==> src/hdl/cmp_pkg.sv <==
package cmp_pkg;
  localparam int CNT_W = 32;
  localparam int CLK_HZ = 200000000;
  localparam int BASE_HZ = 1000000;
  localparam int BASE_DIV = CLK_HZ / BASE_HZ;
  localparam int OUT_MAX_HZ = 40000;
  localparam int OUT_MIN_CYC = (CLK_HZ + 2 * OUT_MAX_HZ - 1) / (2 * OUT_MAX_HZ);
  localparam int BIN_DIV = 16;
  localparam int BCD_DIV = 10;
  localparam int MODE_DEC_BIT = 15;
  localparam int MODE_SRC_LO = 4;
  localparam int MODE_DIV5_LO = 8;
  localparam logic [2:0] OSEL_HIGH_GE = 3'h0;
  localparam logic [2:0] OSEL_HIGH_LT = 3'h4;
  localparam logic [2:0] OSEL_PULSE_HI = 3'h1;
  localparam logic [2:0] OSEL_PULSE_LO = 3'h5;
  localparam int NUM_SW = 3;
  localparam int NUM_CYC = 2;
endpackage : cmp_pkg

==> src/hdl/scaler_stage.sv <==
`timescale 1ns/1ps
module scaler_stage
  import cmp_pkg::*;
(
  input wire logic clk_i,
  input wire logic rst_i,
  input wire logic en_i,
  input wire logic tick_i,
  input wire logic [15:0] div_i,
  output logic tick_o
);
  logic [15:0] cnt_r, cnt_nxt;
  logic tick_nxt;
  always_comb begin
    cnt_nxt = cnt_r;
    tick_nxt = 1'b0;
    if (tick_i) begin
      if (cnt_r + 16'h1 >= div_i || div_i == 16'h0) begin
        cnt_nxt = 16'h0;
        tick_nxt = 1'b1;
      end else begin
        cnt_nxt = cnt_r + 16'h1;
      end
    end
  end
  always_ff @(posedge clk_i or posedge rst_i) begin
    if (rst_i) begin
      cnt_r <= 16'h0;
      tick_o <= 1'b0;
    end else if (en_i) begin
      cnt_r <= cnt_nxt;
      tick_o <= tick_nxt;
    end
  end
endmodule : scaler_stage

==> src/hdl/out_shaper.sv <==
`timescale 1ns/1ps
module out_shaper
  import cmp_pkg::*;
(
  input wire logic clk_i,
  input wire logic rst_i,
  input wire logic en_i,
  input wire logic sample_i,
  input wire logic [2:0] osel_i,
  input wire logic invert_i,
  input wire logic [CNT_W-1:0] count_i,
  input wire logic [CNT_W-1:0] threshold_i,
  input wire logic [15:0] pulse_len_i,
  input wire logic pulse_tick_i,
  output logic level_o
);
  logic [15:0] pcnt_r, pcnt_nxt;
  logic raw_r, raw_nxt;
  logic hit_r, hit_nxt;
  logic signed [CNT_W-1:0] cs, ts;
  always_comb begin
    cs = $signed(count_i);
    ts = $signed(threshold_i);
    pcnt_nxt = pcnt_r;
    raw_nxt = raw_r;
    hit_nxt = hit_r;
    if (pcnt_r != 16'h0 && pulse_tick_i) begin
      pcnt_nxt = pcnt_r - 16'h1;
    end
    if (sample_i) begin
      hit_nxt = (cs == ts);
      // level forms follow the signed compare; wrap flips it silently
      case (osel_i)
        OSEL_HIGH_GE: raw_nxt = ts[CNT_W-1] ? (cs <= ts) : (cs >= ts);
        OSEL_HIGH_LT: raw_nxt = ts[CNT_W-1] ? (cs > ts) : (cs < ts);
        default: begin
          if (cs == ts && !hit_r) begin
            pcnt_nxt = pulse_len_i;
          end
          raw_nxt = (pcnt_nxt != 16'h0) ^ (osel_i == OSEL_PULSE_LO);
        end
      endcase
    end else if (osel_i == OSEL_PULSE_HI || osel_i == OSEL_PULSE_LO) begin
      raw_nxt = (pcnt_nxt != 16'h0) ^ (osel_i == OSEL_PULSE_LO);
    end
  end
  always_ff @(posedge clk_i or posedge rst_i) begin
    if (rst_i) begin
      pcnt_r <= 16'h0;
      raw_r <= 1'b0;
      hit_r <= 1'b0;
      level_o <= 1'b0;
    end else if (en_i) begin
      pcnt_r <= pcnt_nxt;
      raw_r <= raw_nxt;
      hit_r <= hit_nxt;
      level_o <= raw_nxt ^ invert_i;
    end
  end
endmodule : out_shaper

==> src/hdl/counter_compare_refclock.sv <==
`timescale 1ns/1ps
// Contract
// - counters 3-5 outputs may be inverted
// - counters 3-5 offer programmable length pulse
// - counters 6-7 compared only when idle
// - positive 000: high at or above threshold
// - positive 100: high below threshold
// - level forms flip at wrap silently
// - 001: high pulse at threshold match
// - 101: low pulse at threshold match
// - pulse forms ignore wrap
// - negative 000: high at or below threshold
// - negative 100: high above threshold
// - 1 MHz divided by prescaler gives clock one
// - four stages divide by 16 or 10
// - stage outputs give reference clocks two-five
// - mode bits 4-7 pick fifth scaler source
// - fifth scaler divides 1-16 by bits 8-11
// - sixth clock routable to gates one-five
// - one scaler chain shared by all
// - outputs limited to 40 kHz, except a high level that a disable drops
// - pulse length from pulse duration register
// - counters 6-7 enabled by own mode bit
// - outputs off until enable command
module counter_compare_refclock
  import cmp_pkg::*;
#(
  parameter int NUM_GATES = 5
) (
  input wire logic clk_i,
  input wire logic rst_i,
  input wire logic ce_i,
  input wire logic [15:0] global_mode_register_i,
  input wire logic [15:0] prescaler_i,
  input wire logic [15:0] pulse_duration_i,
  input wire logic output_enable_cmd_i,
  input wire logic output_disable_cmd_i,
  input wire logic busy_i,
  input wire logic [NUM_SW-1:0] sw_cmp_en_i,
  input wire logic [NUM_SW-1:0] sw_invert_i,
  input wire logic [NUM_SW*3-1:0] sw_osel_i,
  input wire logic [NUM_SW*CNT_W-1:0] sw_count_i,
  input wire logic [NUM_SW*CNT_W-1:0] sw_threshold_i,
  input wire logic [NUM_CYC-1:0] cyc_cmp_en_i,
  input wire logic [NUM_CYC*3-1:0] cyc_osel_i,
  input wire logic [NUM_CYC*CNT_W-1:0] cyc_count_i,
  input wire logic [NUM_CYC*CNT_W-1:0] cyc_threshold_i,
  input wire logic [NUM_GATES-1:0] gate_sel_i,
  output logic [4:0] ref_clk_o,
  output logic ref_clk_gate_select_o,
  output logic [NUM_GATES-1:0] gate_o,
  output logic [NUM_SW+NUM_CYC-1:0] out_o
);
  localparam int NOUT = NUM_SW + NUM_CYC;
  initial begin
    if (NUM_GATES < 1 || NUM_GATES > 5) $error("NUM_GATES must be 1 to 5");
  end

  // ---------------------------------------------------------------
  // base tick and scaler chain
  // ---------------------------------------------------------------
  logic [7:0] base_r, base_nxt;
  logic base_tick_r, base_tick_nxt;
  logic [4:0] stage_tick;
  logic [3:0] f6_cnt_r, f6_cnt_nxt;
  logic f6_tick_r, f6_tick_nxt;
  logic [15:0] stage_div;
  logic src_tick;

  always_comb begin
    base_nxt = base_r + 8'h1;
    base_tick_nxt = 1'b0;
    if (base_r == 8'(BASE_DIV - 1)) begin
      base_nxt = 8'h0;
      base_tick_nxt = 1'b1;
    end
  end

  // one chain, shared division factor
  assign stage_div = global_mode_register_i[MODE_DEC_BIT] ? 16'(BCD_DIV) : 16'(BIN_DIV);

  scaler_stage u_pre (
    .clk_i(clk_i),
    .rst_i(rst_i),
    .en_i(ce_i),
    .tick_i(base_tick_r),
    .div_i(prescaler_i),
    .tick_o(stage_tick[0])
  );

  genvar g;
  generate
    for (g = 1; g < 5; g++) begin : g_stage
      scaler_stage u_st (
        .clk_i(clk_i),
        .rst_i(rst_i),
        .en_i(ce_i),
        .tick_i(stage_tick[g-1]),
        .div_i(stage_div),
        .tick_o(stage_tick[g])
      );
    end
  endgenerate

  always_comb begin
    // codes beyond four fall back to the prescaled clock
    case (global_mode_register_i[MODE_SRC_LO +: 4])
      4'h1: src_tick = stage_tick[1];
      4'h2: src_tick = stage_tick[2];
      4'h3: src_tick = stage_tick[3];
      4'h4: src_tick = stage_tick[4];
      default: src_tick = stage_tick[0];
    endcase
    f6_cnt_nxt = f6_cnt_r;
    f6_tick_nxt = 1'b0;
    if (src_tick) begin
      if (f6_cnt_r == global_mode_register_i[MODE_DIV5_LO +: 4]) begin
        f6_cnt_nxt = 4'h0;
        f6_tick_nxt = 1'b1;
      end else begin
        f6_cnt_nxt = f6_cnt_r + 4'h1;
      end
    end
  end

  // ---------------------------------------------------------------
  // reference clock outputs: divided ticks stretched to square levels
  // ---------------------------------------------------------------
  logic [4:0] ref_nxt;
  logic f6_lvl_nxt;
  logic [NUM_GATES-1:0] gate_nxt;
  always_comb begin
    ref_nxt = ref_clk_o ^ stage_tick;
    f6_lvl_nxt = ref_clk_gate_select_o ^ f6_tick_r;
    gate_nxt = gate_sel_i & {NUM_GATES{f6_lvl_nxt}};
  end

  always_ff @(posedge clk_i or posedge rst_i) begin
    if (rst_i) begin
      base_r <= 8'h0;
      base_tick_r <= 1'b0;
      f6_cnt_r <= 4'h0;
      f6_tick_r <= 1'b0;
      ref_clk_o <= 5'h0;
      ref_clk_gate_select_o <= 1'b0;
      gate_o <= '0;
    end else if (ce_i) begin
      base_r <= base_nxt;
      base_tick_r <= base_tick_nxt;
      f6_cnt_r <= f6_cnt_nxt;
      f6_tick_r <= f6_tick_nxt;
      ref_clk_o <= ref_nxt;
      ref_clk_gate_select_o <= f6_lvl_nxt;
      gate_o <= gate_nxt;
    end
  end

  // ---------------------------------------------------------------
  // comparators and output shaping
  // ---------------------------------------------------------------
  logic [NOUT-1:0] shaped;
  logic [NOUT-1:0] sample;
  logic out_en_r, out_en_nxt;
  logic [NOUT-1:0] out_nxt;
  logic [15:0] hold_cnt_r [NOUT];
  logic [15:0] hold_cnt_nxt [NOUT];
  logic busy_s1_r, busy_s2_r;
  logic [NOUT-1:0] out_q;

  // cyclic scan only while the command engine is idle
  assign sample[NUM_SW-1:0] = sw_cmp_en_i & {NUM_SW{stage_tick[0]}};
  assign sample[NOUT-1:NUM_SW] = cyc_cmp_en_i & {NUM_CYC{!busy_s2_r}};

  generate
    for (g = 0; g < NOUT; g++) begin : g_out
      if (g < NUM_SW) begin : g_sw
        out_shaper u_sh (
          .clk_i(clk_i),
          .rst_i(rst_i),
          .en_i(ce_i),
          .sample_i(sample[g]),
          .osel_i(sw_osel_i[g*3 +: 3]),
          .invert_i(sw_invert_i[g]),
          .count_i(sw_count_i[g*CNT_W +: CNT_W]),
          .threshold_i(sw_threshold_i[g*CNT_W +: CNT_W]),
          .pulse_len_i(pulse_duration_i),
          .pulse_tick_i(base_tick_r),
          .level_o(shaped[g])
        );
      end else begin : g_cyc
        out_shaper u_sh (
          .clk_i(clk_i),
          .rst_i(rst_i),
          .en_i(ce_i),
          .sample_i(sample[g]),
          .osel_i(cyc_osel_i[(g-NUM_SW)*3 +: 3]),
          .invert_i(1'b0),
          .count_i(cyc_count_i[(g-NUM_SW)*CNT_W +: CNT_W]),
          .threshold_i(cyc_threshold_i[(g-NUM_SW)*CNT_W +: CNT_W]),
          .pulse_len_i(pulse_duration_i),
          .pulse_tick_i(base_tick_r),
          .level_o(shaped[g])
        );
      end
    end
  endgenerate

  // output limiter: each pin holds a level at least half a 40 kHz period, except a high level that a disable drops
  always_comb begin
    out_en_nxt = out_en_r;
    if (output_disable_cmd_i) out_en_nxt = 1'b0;
    if (output_enable_cmd_i) out_en_nxt = 1'b1;
    for (int i = 0; i < NOUT; i++) begin
      hold_cnt_nxt[i] = hold_cnt_r[i];
      out_nxt[i] = out_q[i];
      // suppression outranks the hold so a disable never leaves a pin high
      if (!out_en_r && out_q[i]) begin
        out_nxt[i] = 1'b0;
        hold_cnt_nxt[i] = 16'(OUT_MIN_CYC - 1);
      end else if (hold_cnt_r[i] != 16'h0) begin
        hold_cnt_nxt[i] = hold_cnt_r[i] - 16'h1;
      end else if ((shaped[i] & out_en_r) != out_q[i]) begin
        out_nxt[i] = shaped[i] & out_en_r;
        hold_cnt_nxt[i] = 16'(OUT_MIN_CYC - 1);
      end
    end
  end

  always_ff @(posedge clk_i or posedge rst_i) begin
    if (rst_i) begin
      out_en_r <= 1'b0;
      out_q <= '0;
      busy_s1_r <= 1'b1;
      busy_s2_r <= 1'b1;
      for (int i = 0; i < NOUT; i++) hold_cnt_r[i] <= 16'h0;
    end else if (ce_i) begin
      out_en_r <= out_en_nxt;
      out_q <= out_nxt;
      busy_s1_r <= busy_i;
      busy_s2_r <= busy_s1_r;
      for (int i = 0; i < NOUT; i++) hold_cnt_r[i] <= hold_cnt_nxt[i];
    end
  end
  assign out_o = out_q;

  // ---------------------------------------------------------------
  // assertions
  // ---------------------------------------------------------------
  AST_OUT_OFF_UNTIL_ENABLE: assert property (@(posedge clk_i) disable iff (rst_i)
    !out_en_r |-> ##1 (out_q == '0)) else $error("output active before enable");
  AST_HOLD_40K: assert property (@(posedge clk_i) disable iff (rst_i)
    (ce_i && out_q[0] != $past(out_q[0])) |-> hold_cnt_r[0] == 16'(OUT_MIN_CYC - 1))
    else $error("output toggled faster than limit");
  AST_NO_SCAN_BUSY: assert property (@(posedge clk_i) disable iff (rst_i)
    busy_s2_r |-> sample[NOUT-1:NUM_SW] == '0) else $error("scan while busy");
  AST_SCAN_NEEDS_EN: assert property (@(posedge clk_i) disable iff (rst_i)
    !cyc_cmp_en_i[0] |-> !sample[NUM_SW]) else $error("scan without enable");
  AST_F6_PERIOD: assert property (@(posedge clk_i) disable iff (rst_i)
    (ce_i && f6_tick_r && global_mode_register_i[MODE_DIV5_LO +: 4] != 4'h0)
    |=> !f6_tick_r) else $error("sixth clock too fast");
  AST_GATE_ROUTE: assert property (@(posedge clk_i) disable iff (rst_i)
    ce_i |=> gate_o == (gate_sel_i & {NUM_GATES{ref_clk_gate_select_o}}) || !$stable(gate_sel_i))
    else $error("gate not routed from sixth clock");
  AST_STAGE_CHAIN: assert property (@(posedge clk_i) disable iff (rst_i)
    stage_tick[1] |-> $past(stage_tick[0])) else $error("stage ticked without input");
  AST_REF_TOGGLE: assert property (@(posedge clk_i) disable iff (rst_i)
    (ce_i && stage_tick[0]) |=> ref_clk_o[0] != $past(ref_clk_o[0]))
    else $error("reference clock one not toggled");
  AST_PRE_ON_BASE: assert property (@(posedge clk_i) disable iff (rst_i)
    stage_tick[0] |-> $past(base_tick_r)) else $error("prescaler ticked without base");
  AST_F6_FROM_SRC: assert property (@(posedge clk_i) disable iff (rst_i)
    f6_tick_r |-> $past(src_tick)) else $error("sixth clock without source tick");
  AST_SCAN_WHEN_IDLE: assert property (@(posedge clk_i) disable iff (rst_i)
    (!busy_s2_r && cyc_cmp_en_i[1]) |-> sample[NOUT-1]) else $error("idle scan missing");
  AST_HOLD_CYC: assert property (@(posedge clk_i) disable iff (rst_i)
    (ce_i && out_q[NUM_SW] != $past(out_q[NUM_SW])) |-> hold_cnt_r[NUM_SW] == 16'(OUT_MIN_CYC - 1))
    else $error("cyclic output toggled faster than limit");
  AST_HOLD_STEADY: assert property (@(posedge clk_i) disable iff (rst_i)
    (ce_i && out_en_r && hold_cnt_r[0] != 16'h0) |=> out_q[0] == $past(out_q[0]))
    else $error("output moved during hold");

  // ---------------------------------------------------------------
  // cover points
  // ---------------------------------------------------------------
  COV_ENABLE: cover property (@(posedge clk_i) disable iff (rst_i) $rose(out_en_r));
  COV_F6: cover property (@(posedge clk_i) disable iff (rst_i) f6_tick_r);
  COV_OUT_HIGH: cover property (@(posedge clk_i) disable iff (rst_i) $rose(out_q[NUM_SW]));
  COV_LOW_PULSE: cover property (@(posedge clk_i) disable iff (rst_i) $fell(out_q[NOUT-1]));
  COV_IDLE_AGAIN: cover property (@(posedge clk_i) disable iff (rst_i) $fell(busy_s2_r));
endmodule : counter_compare_refclock

==> config.mk <==
export PLATFORM = sky130hd
export DESIGN_NAME = counter_compare_refclock
export DESIGN_NICKNAME = d
export VERILOG_FILES = /design/src/hdl/cmp_pkg.sv /design/src/hdl/scaler_stage.sv /design/src/hdl/out_shaper.sv /design/src/hdl/counter_compare_refclock.sv
export SDC_FILE = /design/constraint.sdc
export NUM_CORES = 1
export LEC_CHECK = 0
export BUFFER_PORTS_ARGS = -buffer_cell sky130_fd_sc_hd__clkbuf_2
export CELL_PAD_IN_SITES_DETAIL_PLACEMENT = 1
export CELL_PAD_IN_SITES_GLOBAL_PLACEMENT = 2
export CORE_ASPECT_RATIO = 1.2
export CORE_MARGIN = 5
export CORE_UTILIZATION = 30
export DETAILED_ROUTE_END_ITERATION = 10
export PLACE_DENSITY_LB_ADDON = 0.1
export SLEW_MARGIN = 20
export SYNTH_ARGS = -nofsm -noshare
export SYNTH_HDL_FRONTEND = slang
export SYNTH_HIERARCHICAL = 1
export SYNTH_SLANG_ARGS = --single-unit
==> constraint.sdc <==
create_clock -name clk_i -period 7.25 [get_ports clk_i]
set_input_delay 1.45 -clock clk_i [delete_from_list [all_inputs] [get_ports clk_i]]
set_output_delay 1.45 -clock clk_i [all_outputs]
set_load 0.01 [all_outputs]
==> out/results.ini, run 1 <==
[sta]
period_share_pct=61.7
drv_slew=0
rsz0062_at_grt=false
fin_skew_ns=0.0119
worstMarginPinSlew_ns=1.08
max-slew-margin-rel_pct=28.1
fin_ws_ns=2.78
finalSetupViolations=0
hold_ws_ns=0.473
hold_violations=0
min_period_ns=4.47
fmax_ghz=0.224
fin_tns_setup_ns=0

[critical_path]
cp_max_fo=5
arrival_ns=4.96
crit_path_cell_trace=clkbuf_2 > inv_1 > ha_1 > nand4_1 > nor2_1 > a311o_1 > o41ai_1 > nand3_1 > or3_1 > o2111a_1 > or4_1 > a31oi_1
worst-setup-path-type=input pin to flip-flop
worst-path-buf-inv=2
critical_path.top_delay_family=compound AO/OA/AOI/OAI gates
slowest_stage=o41ai_1
crit_start=sw_threshold_i[15]
start_kind=input pin
r2r_start=g_stage[2].u_st/cnt_r[0]
slowest_delay_ns=0.79
cp.required_ns=7.73
crit_path_end_kind=flip-flop

[grt]
grt_max_degree=146
grt_remaining_overflow=0
grt_pass1_wl_microns=149000
grt_usage_pct=18.8
first_global_vias=28546
antenna_found_initial=3

[detailed_routing]
via_per_inst=5.39
vias=26478
drtIter0Drc=1166
drt-pass1-iter-count=5
post_drt_wl_per_cell_microns=18.9
antenna_left=0
drcViolationCount=0
wirelength_microns=92700

[floorplan]
core_area_sq_um=87800
start_util_pct=30.2
die_w_microns=282
die_h_microns=336
fp-row-count=119
ios=418
die_area_sq_um=94600

[clock_tree]
clock-sinks=293
clk_pin_slew_worst_paths_ns=0.06
cts_made_buffers=41
root_buffer=clkbuf_16
cts_tree=yes
cts_max_level=2
worstSkewPairLatency_ns=0.56
postCtsHoldBufs=0
clock_path_buffers=3
cts_setup_buffers=0
cts_resized=0

[logic_synthesis]
yosysWarnings=6
netlist_area_sq_um=26600
synth_edf_count=0
synth_top_area_cell=dfrtp_1
async_reset_ff_share_pct=100
syn-instance-count=3283
yosysUniqueCellTypes=96
ys_seq_area_share_pct=27.6
synth_area_leaders=dfrtp_1 27%, ha_1 12%, inv_1 4.8%
synth.avg_cell_area_sq_um=8.09
synth_top_area_share_pct=27.4
ys_ff_latch=293
synth_ff_type=dfrtp_1

[place]
place_hpwl_microns=70500
gp_congestion=0.835
place_area_sq_um=30000
pre_cts_slack_ns=2.12
io_buffers=410

[pwr]
p_leak_nw=14.5
max-vdd-ir-drop_mv=0.152
power_density_nw_per_um2=176

[hold_path]
worstHoldStart=ref_clk_o[3]
hp-class=flip-flop to flip-flop

[final_layout]
nets=4391
syn2layout_area_growth_pct=17.9
fill_cells=10725
multiInputGateArea_sq_um=17700
fin_util_pct=35.6
regArea_sq_um=7330
final_layout_size_suffix_gt1_share_pct=15.4
postLayoutCellArea_sq_um=31300

[job]
cap_violations=0

[outcome]
outcome=complete, no violations

## final cells by class
class	instances	share of cell area, %
timing repair buffer	423	6.95
tap	1149	4.59
clock buffer	63	3.92
clock inverter	9	0.328
antenna	3	0.0240
multi-input combinational	2628	56.7
inverter	340	4.08
sequential	293	23.4
## routing by layer
metal	up-vias	GRT usage, %	wire length, microns
li1	12928	-	-
met1	13134	22.3	39400
met2	303	36.6	49400
met3	113	1.77	2090
met4	0	4.14	1820
met5	-	0	0
## synth_stat cells, types with 16 or more instances
| cell | number |
|---|---|
| nor2_1 | 207 |
| nor2b_1 | 24 |
| a21oi_1 | 230 |
| and3_1 | 44 |
| nor4b_1 | 20 |
| o21a_1 | 25 |
| clkbuf_1 | 92 |
| nand4_1 | 85 |
| o41ai_1 | 18 |
| o21ai_0 | 210 |
| a31oi_1 | 28 |
| a21o_1 | 27 |
| nand4b_1 | 17 |
| o31ai_1 | 43 |
| o22ai_1 | 19 |
| o211ai_1 | 21 |
| or4_1 | 29 |
| ha_1 | 262 |
| mux2i_1 | 16 |
| xnor2_1 | 84 |
| nor4_1 | 108 |
| or3_1 | 49 |
| nor3_1 | 91 |
| nand2_1 | 308 |
| nand3_1 | 89 |
| dfrtp_1 | 291 |
| a22o_1 | 35 |
| inv_1 | 340 |
| xor2_1 | 46 |
| a211oi_1 | 24 |
| nand2b_1 | 31 |
| and2_1 | 18 |
## power by group
part,total [mW],internal (mW),switching (mW)
Combinational,1.31,0.569,0.740
Sequential,2.17,1.86,0.308
Clock,2.03,1.23,0.799
Total,5.51,3.66,1.85
## through the flow
stage / std cells / power, mW
3_5_place_dp: 4833 / 3.51
3_3_place_gp: 4833 / 3.43
6_report: 4908 / 5.51
5_1_grt: 4908 / 5.88
2_1_floorplan: 3390 / 3.01
4_1_cts: 4905 / 5.63
## registers in the layout, indices dropped and copies added (netlist names), 2 cells and up
signal and count:
g_out.g_sw.u_sh/raw_r 3, gate_o 5, g_out.g_sw.u_sh/level_o 3, hold_cnt_r 80
g_stage.u_st/cnt_r 64, g_out.g_sw.u_sh/hit_r 3, g_out.g_cyc.u_sh/pcnt_r 32, g_out.g_sw.u_sh/pcnt_r 48
g_out.g_cyc.u_sh/level_o 2, g_out.g_cyc.u_sh/raw_r 2, u_pre/cnt_r 16, base_r 8
f6_cnt_r 4, out_o 5, ref_clk_o 5, g_out.g_cyc.u_sh/hit_r 2
g_stage.u_st/tick_o 4
## placed cells by master, fill, tap and decap left out, types with 46 or more instances in the layout
cell	n
a21oi_1	230
clkbuf_2	409
conb_1	108
dfrtp_1	291
ha_1	262
inv_1	338
nand2_1	308
nand3_1	89
nand4_1	85
nor2_1	207
nor3_1	88
nor4_1	108
o21ai_0	210
or3_1	49
xnor2_1	84
xor2_1	46
## logic make-up (layout without fill, tap and decap cells)
group                    Yosys count  after routing  synth area share (%)
flip-flops                       293            293                  27.6
AND/OR/NAND/NOR                 1217           1217                  25.1
buffers and inverters            469            835                  7.13
multiplexers                      31             31                  1.24
other                              1            111                0.0141
AO/OA/AOI/OAI                    880            880                  22.2
adder cells (fa/ha/maj)          262            262                  12.3
XOR/XNOR                         130            130                  4.29
## final timing paths
kind                                         endpoint  slack, ns  cells past startpoint
hold / removal                           ref_clk_o[3]       0.47                      1
setup / recovery           g_out[0].g_sw.u_sh/level_o       2.78                     12
setup reg to reg             g_stage[2].u_st/cnt_r[0]       2.98                     13
hold reg to reg                          ref_clk_o[3]       0.47                      1
max in group asynchronous              hold_cnt_r[74]       4.78                      3
min in group asynchronous                 f6_cnt_r[3]       1.35                      2
(Power assumes the default switching activity.)
==> run 2, diff against run 1 <==
Settings changed: ABC_AREA set to 1.
Clock period 7.25 ns to 4.4 ns, I/O delays scaled along.
==> run 2 against run 1 <==
Sequential power grew 79%; wire length increased by 22%; highest routed layer is now met5; synthesized cell count is 51% higher.
==> out/results.ini, run 2 <==
[outcome]
outcome=complete, no violations

[sta]
fmax_ghz=0.303
drv_slew=0  ; unchanged
worstMarginPinSlew_ns=1.01  ; -0.0679 ns
hold_ws_ns=0.469  ; -0.00332 ns
rsz0062_at_grt=false
finalSetupViolations=0  ; unchanged
fin_skew_ns=0.0355  ; +0.0237 ns
period_share_pct=75.1
fin_tns_setup_ns=0  ; unchanged
hold_violations=0  ; unchanged
max-slew-margin-rel_pct=32.5  ; +4.5 points
min_period_ns=3.30
fin_ws_ns=1.10  ; -1.68 ns

[final_layout]
fin_util_pct=35.4  ; -0.28 points
final_layout_size_suffix_gt1_share_pct=13.8  ; -1.6 points
nets=6105  ; +39%
final_cell_mix=1665 x nand2_1, 709 x inv_1, 558 x nor2_1
instances_no_fill=6841  ; +39%
postLayoutCellArea_sq_um=36000  ; +15%
final_common_cell=nand2_1
fill_cells=13550  ; +26%
largest_register_ffs=80  ; unchanged
syn2layout_area_growth_pct=16.8
reg.largest.list=hold_cnt_r x80, g_stage.u_st/cnt_r x64, g_out.g_sw.u_sh/pcnt_r x48
top_register=hold_cnt_r

[grt]
first_global_vias=33252  ; +16%
grt_pass1_wl_microns=180000  ; +21%
grt_usage_pct=20.2  ; +1.4 points
grt_remaining_overflow=0  ; unchanged
grt_max_degree=99  ; -32%
antenna_found_initial=7  ; +4

[critical_path]
cp.required_ns=4.86  ; -2.87 ns
r2r_slack_ns=1.33  ; -1.65 ns
start_kind=input pin
crit_path_end_kind=flip-flop
r2r_start=g_out[2].g_sw.u_sh/pcnt_r[0]
worst-setup-path-type=input pin to flip-flop
cp_max_fo=17  ; +12
arrival_ns=3.76  ; -1.20 ns
r2r_cells=19  ; +6
rr_endpoint=g_out[2].g_sw.u_sh/level_o

[hold_path]
holdPathStages=1  ; unchanged
worstHoldEndpoint=hold_cnt_r[32]
worstHoldStart=hold_cnt_r[32]
hp-class=flip-flop to flip-flop

[logic_synthesis]
synthXorXnorAreaFrac_pct=3.20  ; -1.1 points
synth_ff_type=dfrtp_1
synthMuxAreaShare_pct=0  ; -1.2 points
ys_ff_latch=293  ; unchanged
synthSimpleGateAreaFrac_pct=42.5  ; +17 points
yosysWarnings=6  ; unchanged
syn-instance-count=4958  ; +51%
ys_top_cells_by_count=1665 x nand2_1, 710 x inv_1, 558 x nor2_1
netlist_area_sq_um=30800  ; +16%
synth_top_family_by_area=simple AND/OR/NAND/NOR gates
synth_top_area_share_pct=23.7  ; -3.8 points
synth_area_leaders=dfrtp_1 24%, nand2_1 20%, ha_1 11%
yosysMostFrequentCell=nand2_1
async_reset_ff_share_pct=100  ; unchanged
synth.avg_cell_area_sq_um=6.21  ; -23%
synth_edf_count=0  ; unchanged
synth_top_area_cell=dfrtp_1
ys_seq_area_share_pct=23.8  ; -3.8 points
synthAdderAreaFrac_pct=10.6  ; -1.7 points
yosysUniqueCellTypes=48  ; -50%
synth_compound_area_share_pct=8.77  ; -13 points

[clock_tree]
clock-sinks=293  ; unchanged
cts_resized=0  ; unchanged
cts_max_level=2  ; unchanged
cts_made_buffers=42  ; +2.4%
worstSkewPairLatency_ns=0.60  ; +0.04 ns
clk_pin_slew_worst_paths_ns=0.05  ; about the same
postCtsHoldBufs=0  ; unchanged
cts_tree=yes
cts_setup_buffers=0  ; unchanged
root_buffer=clkbuf_16
clock_path_buffers=3  ; unchanged

[floorplan]
fp-row-count=128  ; +7.6%
die_w_microns=302  ; +7.4%
die_area_sq_um=109000  ; +15%
ios=418  ; unchanged
die_h_microns=361  ; +7.4%
core_area_sq_um=102000  ; +16%
start_util_pct=30.3  ; +0.044 points

[detailed_routing]
post_drt_wl_per_cell_microns=16.5  ; -13%
drcViolationCount=0  ; unchanged
drt-pass1-iter-count=7  ; +2
vias=32068  ; +21%
drtIter0Drc=1202  ; +3.1%
wirelength_microns=113000  ; +22%
antenna_left=0  ; unchanged
via_per_inst=4.69  ; -13%

[place]
place_hpwl_microns=89000  ; +26%
dp_cells=6762  ; +40%
pre_cts_slack_ns=0.530  ; -1.59 ns
place_area_sq_um=34600  ; +15%
io_buffers=410  ; unchanged
gp_congestion=0.834  ; about the same

[pwr]
max-vdd-ir-drop_mv=0.257  ; +69%
power_density_nw_per_um2=344  ; +95%
report.power.total_mw=12.4  ; +120%
p_leak_nw=20.5  ; +41%

[job]
cap_violations=0  ; unchanged

[run 2: area by class of cell]
cell class	count	area, sq um	area share (%)
clock inverters	16	174	0.484
flip-flops and latches	293	7340	20.4
well taps	1365	1710	4.75
clock buffers	61	1210	3.37
diodes	2	5.00	0.0139
repair buffers	436	2280	6.34
inverters	738	2780	7.72
multi-input cells	3930	20500	56.9
[run 2: cells by family after synthesis]
family	count (synthesis)
xor+xnor	104
compound gates	483
buf+inv	842
fa+ha+maj	262
flops	293
other cells	1
simple gates	2973
[run 2: layer usage]
metal / track usage (%) / up-vias / wire length, microns / part of all wire [%]
li1: - / 16568 / - / -
met2: 37.6 / 376 / 57100 / 50
met3: 2.54 / 98 / 3860 / 3.4
met1: 25.0 / 15024 / 49900 / 44
met4: 4.12 / 2 / 2220 / 2.0
met5: 0 / - / 12 / 0.011
[run 2: critical path, cell delays in order]
cell and delay [ns]:
clkbuf_2 0.10, inv_1 0.04, ha_1 0.28, nand2_1 0.07
nor2_1 0.29, nand2_1 0.19, nor2_2 0.32, nand2_4 0.12
nor2_8 0.27, nand2_1 0.12, nand2_1 0.09, nand2_1 0.10
inv_2 0.06, nand2_1 0.04, nor2_1 0.28, nand3_1 0.14
nand3_2 0.11, nand4_1 0.08, nand3_1 0.09, nand2_1 0.05
[run 2: power by group]
group	total, mW	internal [mW]	switching, mW	leakage (nW)
combinational	4.93	1.78	3.14	15.9
clock	3.55	2.10	1.46	0.693
sequential	3.89	3.22	0.667	3.86
total	12.4	7.10	5.27	20.5
[run 2: worst max path at each step]
stage | from | endpoint | slack, ns | cells past startpoint
2_1_floorplan | rst_i | base_r[0] | 0.54 | 1
3_3_place_gp | cyc_threshold_i[21] | g_out[3].g_cyc.u_sh/level_o | 0.56 | 19
3_5_place_dp | sw_threshold_i[79] | g_out[2].g_sw.u_sh/level_o | 0.53 | 19
4_1_cts | sw_threshold_i[79] | g_out[2].g_sw.u_sh/level_o | 1.13 | 19
5_1_grt | sw_threshold_i[79] | g_out[2].g_sw.u_sh/level_o | 0.83 | 19
6_report | sw_threshold_i[79] | g_out[2].g_sw.u_sh/level_o | 1.10 | 20
==> run 3, diff against run 2 <==
Settings changed: ABC_AREA 1 to 0.
Clock period 4.4 ns to 3 ns, I/O delays scaled along.
==> run 3 against run 2 <==
The run now ends with negative setup slack left; clock skew fell by 0.0059 ns; total power grew 16%; register-to-register slack got worse by 1.9 ns; wire length decreased by 6.0%; first-iteration DRC count shrank 9.2%; global-route usage increased by 1.2 points; via count shrank 8.8%.
==> out/results.ini, run 3 (synthesized netlist as in run 1, its figures left out) <==
[grt]
grt_usage_pct=21.4  ; +1.2 points
grt_max_degree=123  ; +24%
antenna_found_initial=4  ; -3
grt_pass1_wl_microns=168000  ; -6.5%
first_global_vias=31869  ; -4.2%
grt_remaining_overflow=0  ; unchanged

[detailed_routing]
drcViolationCount=0  ; unchanged
vias=29230  ; -8.8%
via_per_inst=5.27  ; +13%
drtIter0Drc=1091  ; -9.2%
antenna_left=0  ; unchanged
wirelength_microns=106000  ; -6.0%
drt-pass1-iter-count=5  ; -2
post_drt_wl_per_cell_microns=19.2  ; +16%

[outcome]
violations=negative setup slack
outcome=finished with violations

[floorplan]
core_area_sq_um=87800  ; -14%
start_util_pct=30.2  ; -0.044 points
fp-row-count=119  ; -7.0%
die_h_microns=336  ; -6.9%
ios=418  ; unchanged
die_area_sq_um=94600  ; -13%
die_w_microns=282  ; -6.9%

[sta]
drv_slew=0  ; unchanged
rsz0062_at_grt=true
min_period_ns=3.61
fin_skew_ns=0.0296  ; -0.00594 ns
fmax_ghz=0.277
hold_violations=0  ; unchanged
worstMarginPinSlew_ns=0.835  ; -0.176 ns
max-slew-margin-rel_pct=44.3  ; +12 points
fin_ws_ns=-0.610  ; -1.71 ns
period_share_pct=120
hold_ws_ns=0.224  ; -0.246 ns
finalSetupViolations=36  ; +36

[critical_path]
cp_max_fo=6  ; -11
r2r_start=g_out[0].g_sw.u_sh/pcnt_r[8]
crit_path_end_kind=flip-flop
arrival_ns=4.10  ; +0.34 ns
start_kind=flip-flop
r2r_slack_ns=-0.61  ; -1.94 ns
r2r_cells=11  ; -8
worst-setup-path-type=flip-flop to flip-flop
cp.required_ns=3.49  ; -1.37 ns
rr_endpoint=g_out[0].g_sw.u_sh/level_o

[clock_tree]
cts_max_level=2  ; unchanged
postCtsHoldBufs=0  ; unchanged
cts_tree=yes
clock_path_buffers=3  ; unchanged
worstSkewPairLatency_ns=0.60  ; about the same
clk_pin_slew_worst_paths_ns=0.06  ; about the same
root_buffer=clkbuf_16
clock-sinks=293  ; unchanged
cts_made_buffers=39  ; -7.1%

[final_layout]
nets=5026  ; -18%
final_layout_size_suffix_gt1_share_pct=33.0  ; +19 points
final_common_cell=buf_4
reg.largest.list=hold_cnt_r x80, g_stage.u_st/cnt_r x64, g_out.g_sw.u_sh/pcnt_r x48
syn2layout_area_growth_pct=42.9
fill_cells=10601  ; -22%
final_cell_mix=585 x buf_4, 409 x clkbuf_2, 325 x inv_1
top_register=hold_cnt_r
largest_register_ffs=80  ; unchanged
instances_no_fill=5542  ; -19%

[place]
dp_cells=5398  ; -20%
io_buffers=410  ; unchanged
place_hpwl_microns=83300  ; -6.4%
gp_congestion=0.910  ; +9.1%

[pwr]
max-vdd-ir-drop_mv=0.383  ; +49%
power_density_nw_per_um2=377  ; +9.5%
p_leak_nw=18.0  ; -12%
report.power.total_mw=14.3  ; +16%

[hold_path]
holdPathStages=3  ; +2
hp-class=input pin to flip-flop
worstHoldEndpoint=gate_o[4]
worstHoldStart=gate_sel_i[4]

[job]
cap_violations=0  ; unchanged

## run 3: cell type report
class | instances | area [sq um] | share of cell area [%]
multi-input cells | 2629 | 19200 | 50.5
flip-flops and latches | 293 | 7340 | 19.3
repair buffers | 1059 | 7310 | 19.3
well taps | 1149 | 1440 | 3.79
inverters | 340 | 1280 | 3.37
clock buffers | 50 | 1100 | 2.89
clock inverters | 20 | 328 | 0.864
diodes | 2 | 5.00 | 0.0132
## run 3: per-stage QoR
step | setup slack [ns] | TNS, ns | instance area [sq um] | utilization (%)
6_report | -0.610 | -6.68 | 38000 | 43.2
5_1_grt | -0.722 | -16.32 | 38000 | 43.2
4_1_cts | -0.599 | -4.67 | 37000 | 42.1
3_5_place_dp | -1.00 | -28.78 | 34600 | 39.4
3_3_place_gp | -0.800 | -18.09 | 34600 | 39.4
2_1_floorplan | -0.287 | -1.32 | 27300 | -
## run 3: what timing repair did
action                     4_1_cts  5_1_grt
gates cloned                     1        1
pin swaps                       98      130
buffers inserted                47       33
hold endpoints to repair         0        0
setup endpoints to repair       71      103
gates resized for setup        137      186
## run 3: worst max path at each step
stage | cells past startpoint | end | slack, ns | start
after detailed placement | 14 | g_out[0].g_sw.u_sh/level_o | -1.00 | sw_threshold_i[15]
after floorplan | 11 | g_out[0].g_sw.u_sh/level_o | -0.29 | g_out[0].g_sw.u_sh/pcnt_r[3]
after CTS | 11 | g_out[0].g_sw.u_sh/level_o | -0.60 | g_out[0].g_sw.u_sh/pcnt_r[11]
after global routing | 11 | g_out[0].g_sw.u_sh/level_o | -0.72 | g_out[0].g_sw.u_sh/pcnt_r[11]
after global placement | 13 | g_out[0].g_sw.u_sh/level_o | -0.80 | sw_threshold_i[13]
final | 11 | g_out[0].g_sw.u_sh/level_o | -0.61 | g_out[0].g_sw.u_sh/pcnt_r[8]
## run 3: critical path: stages (launching register included)
cell and delay [ns]:
dfrtp_1 0.39, or4_4 0.57, buf_4 0.18, o311ai_1 0.30, o221ai_1 0.18, or3_4 0.40
nor4b_4 0.37, buf_12 0.16, mux2i_1 0.07, a32o_2 0.23, or4_1 0.49, a31oi_1 0.20
## run 3: routing by layer
metal	up-vias	global-route usage [%]	wire length (microns)	share of wire [%]
met2	427	40.9	56900	54
met1	14474	25.6	43800	41
met5	-	0	50	0.047
li1	14196	-	-	-
met3	127	2.82	3430	3.2
met4	6	4.48	2010	1.9
## run 3: where the power goes
group	internal [mW]	leakage (nW)	switching, mW	total [mW]
clock	3.14	0.683	2.11	5.26
combinational	1.81	13.7	2.06	3.87
sequential	4.51	3.65	0.662	5.17
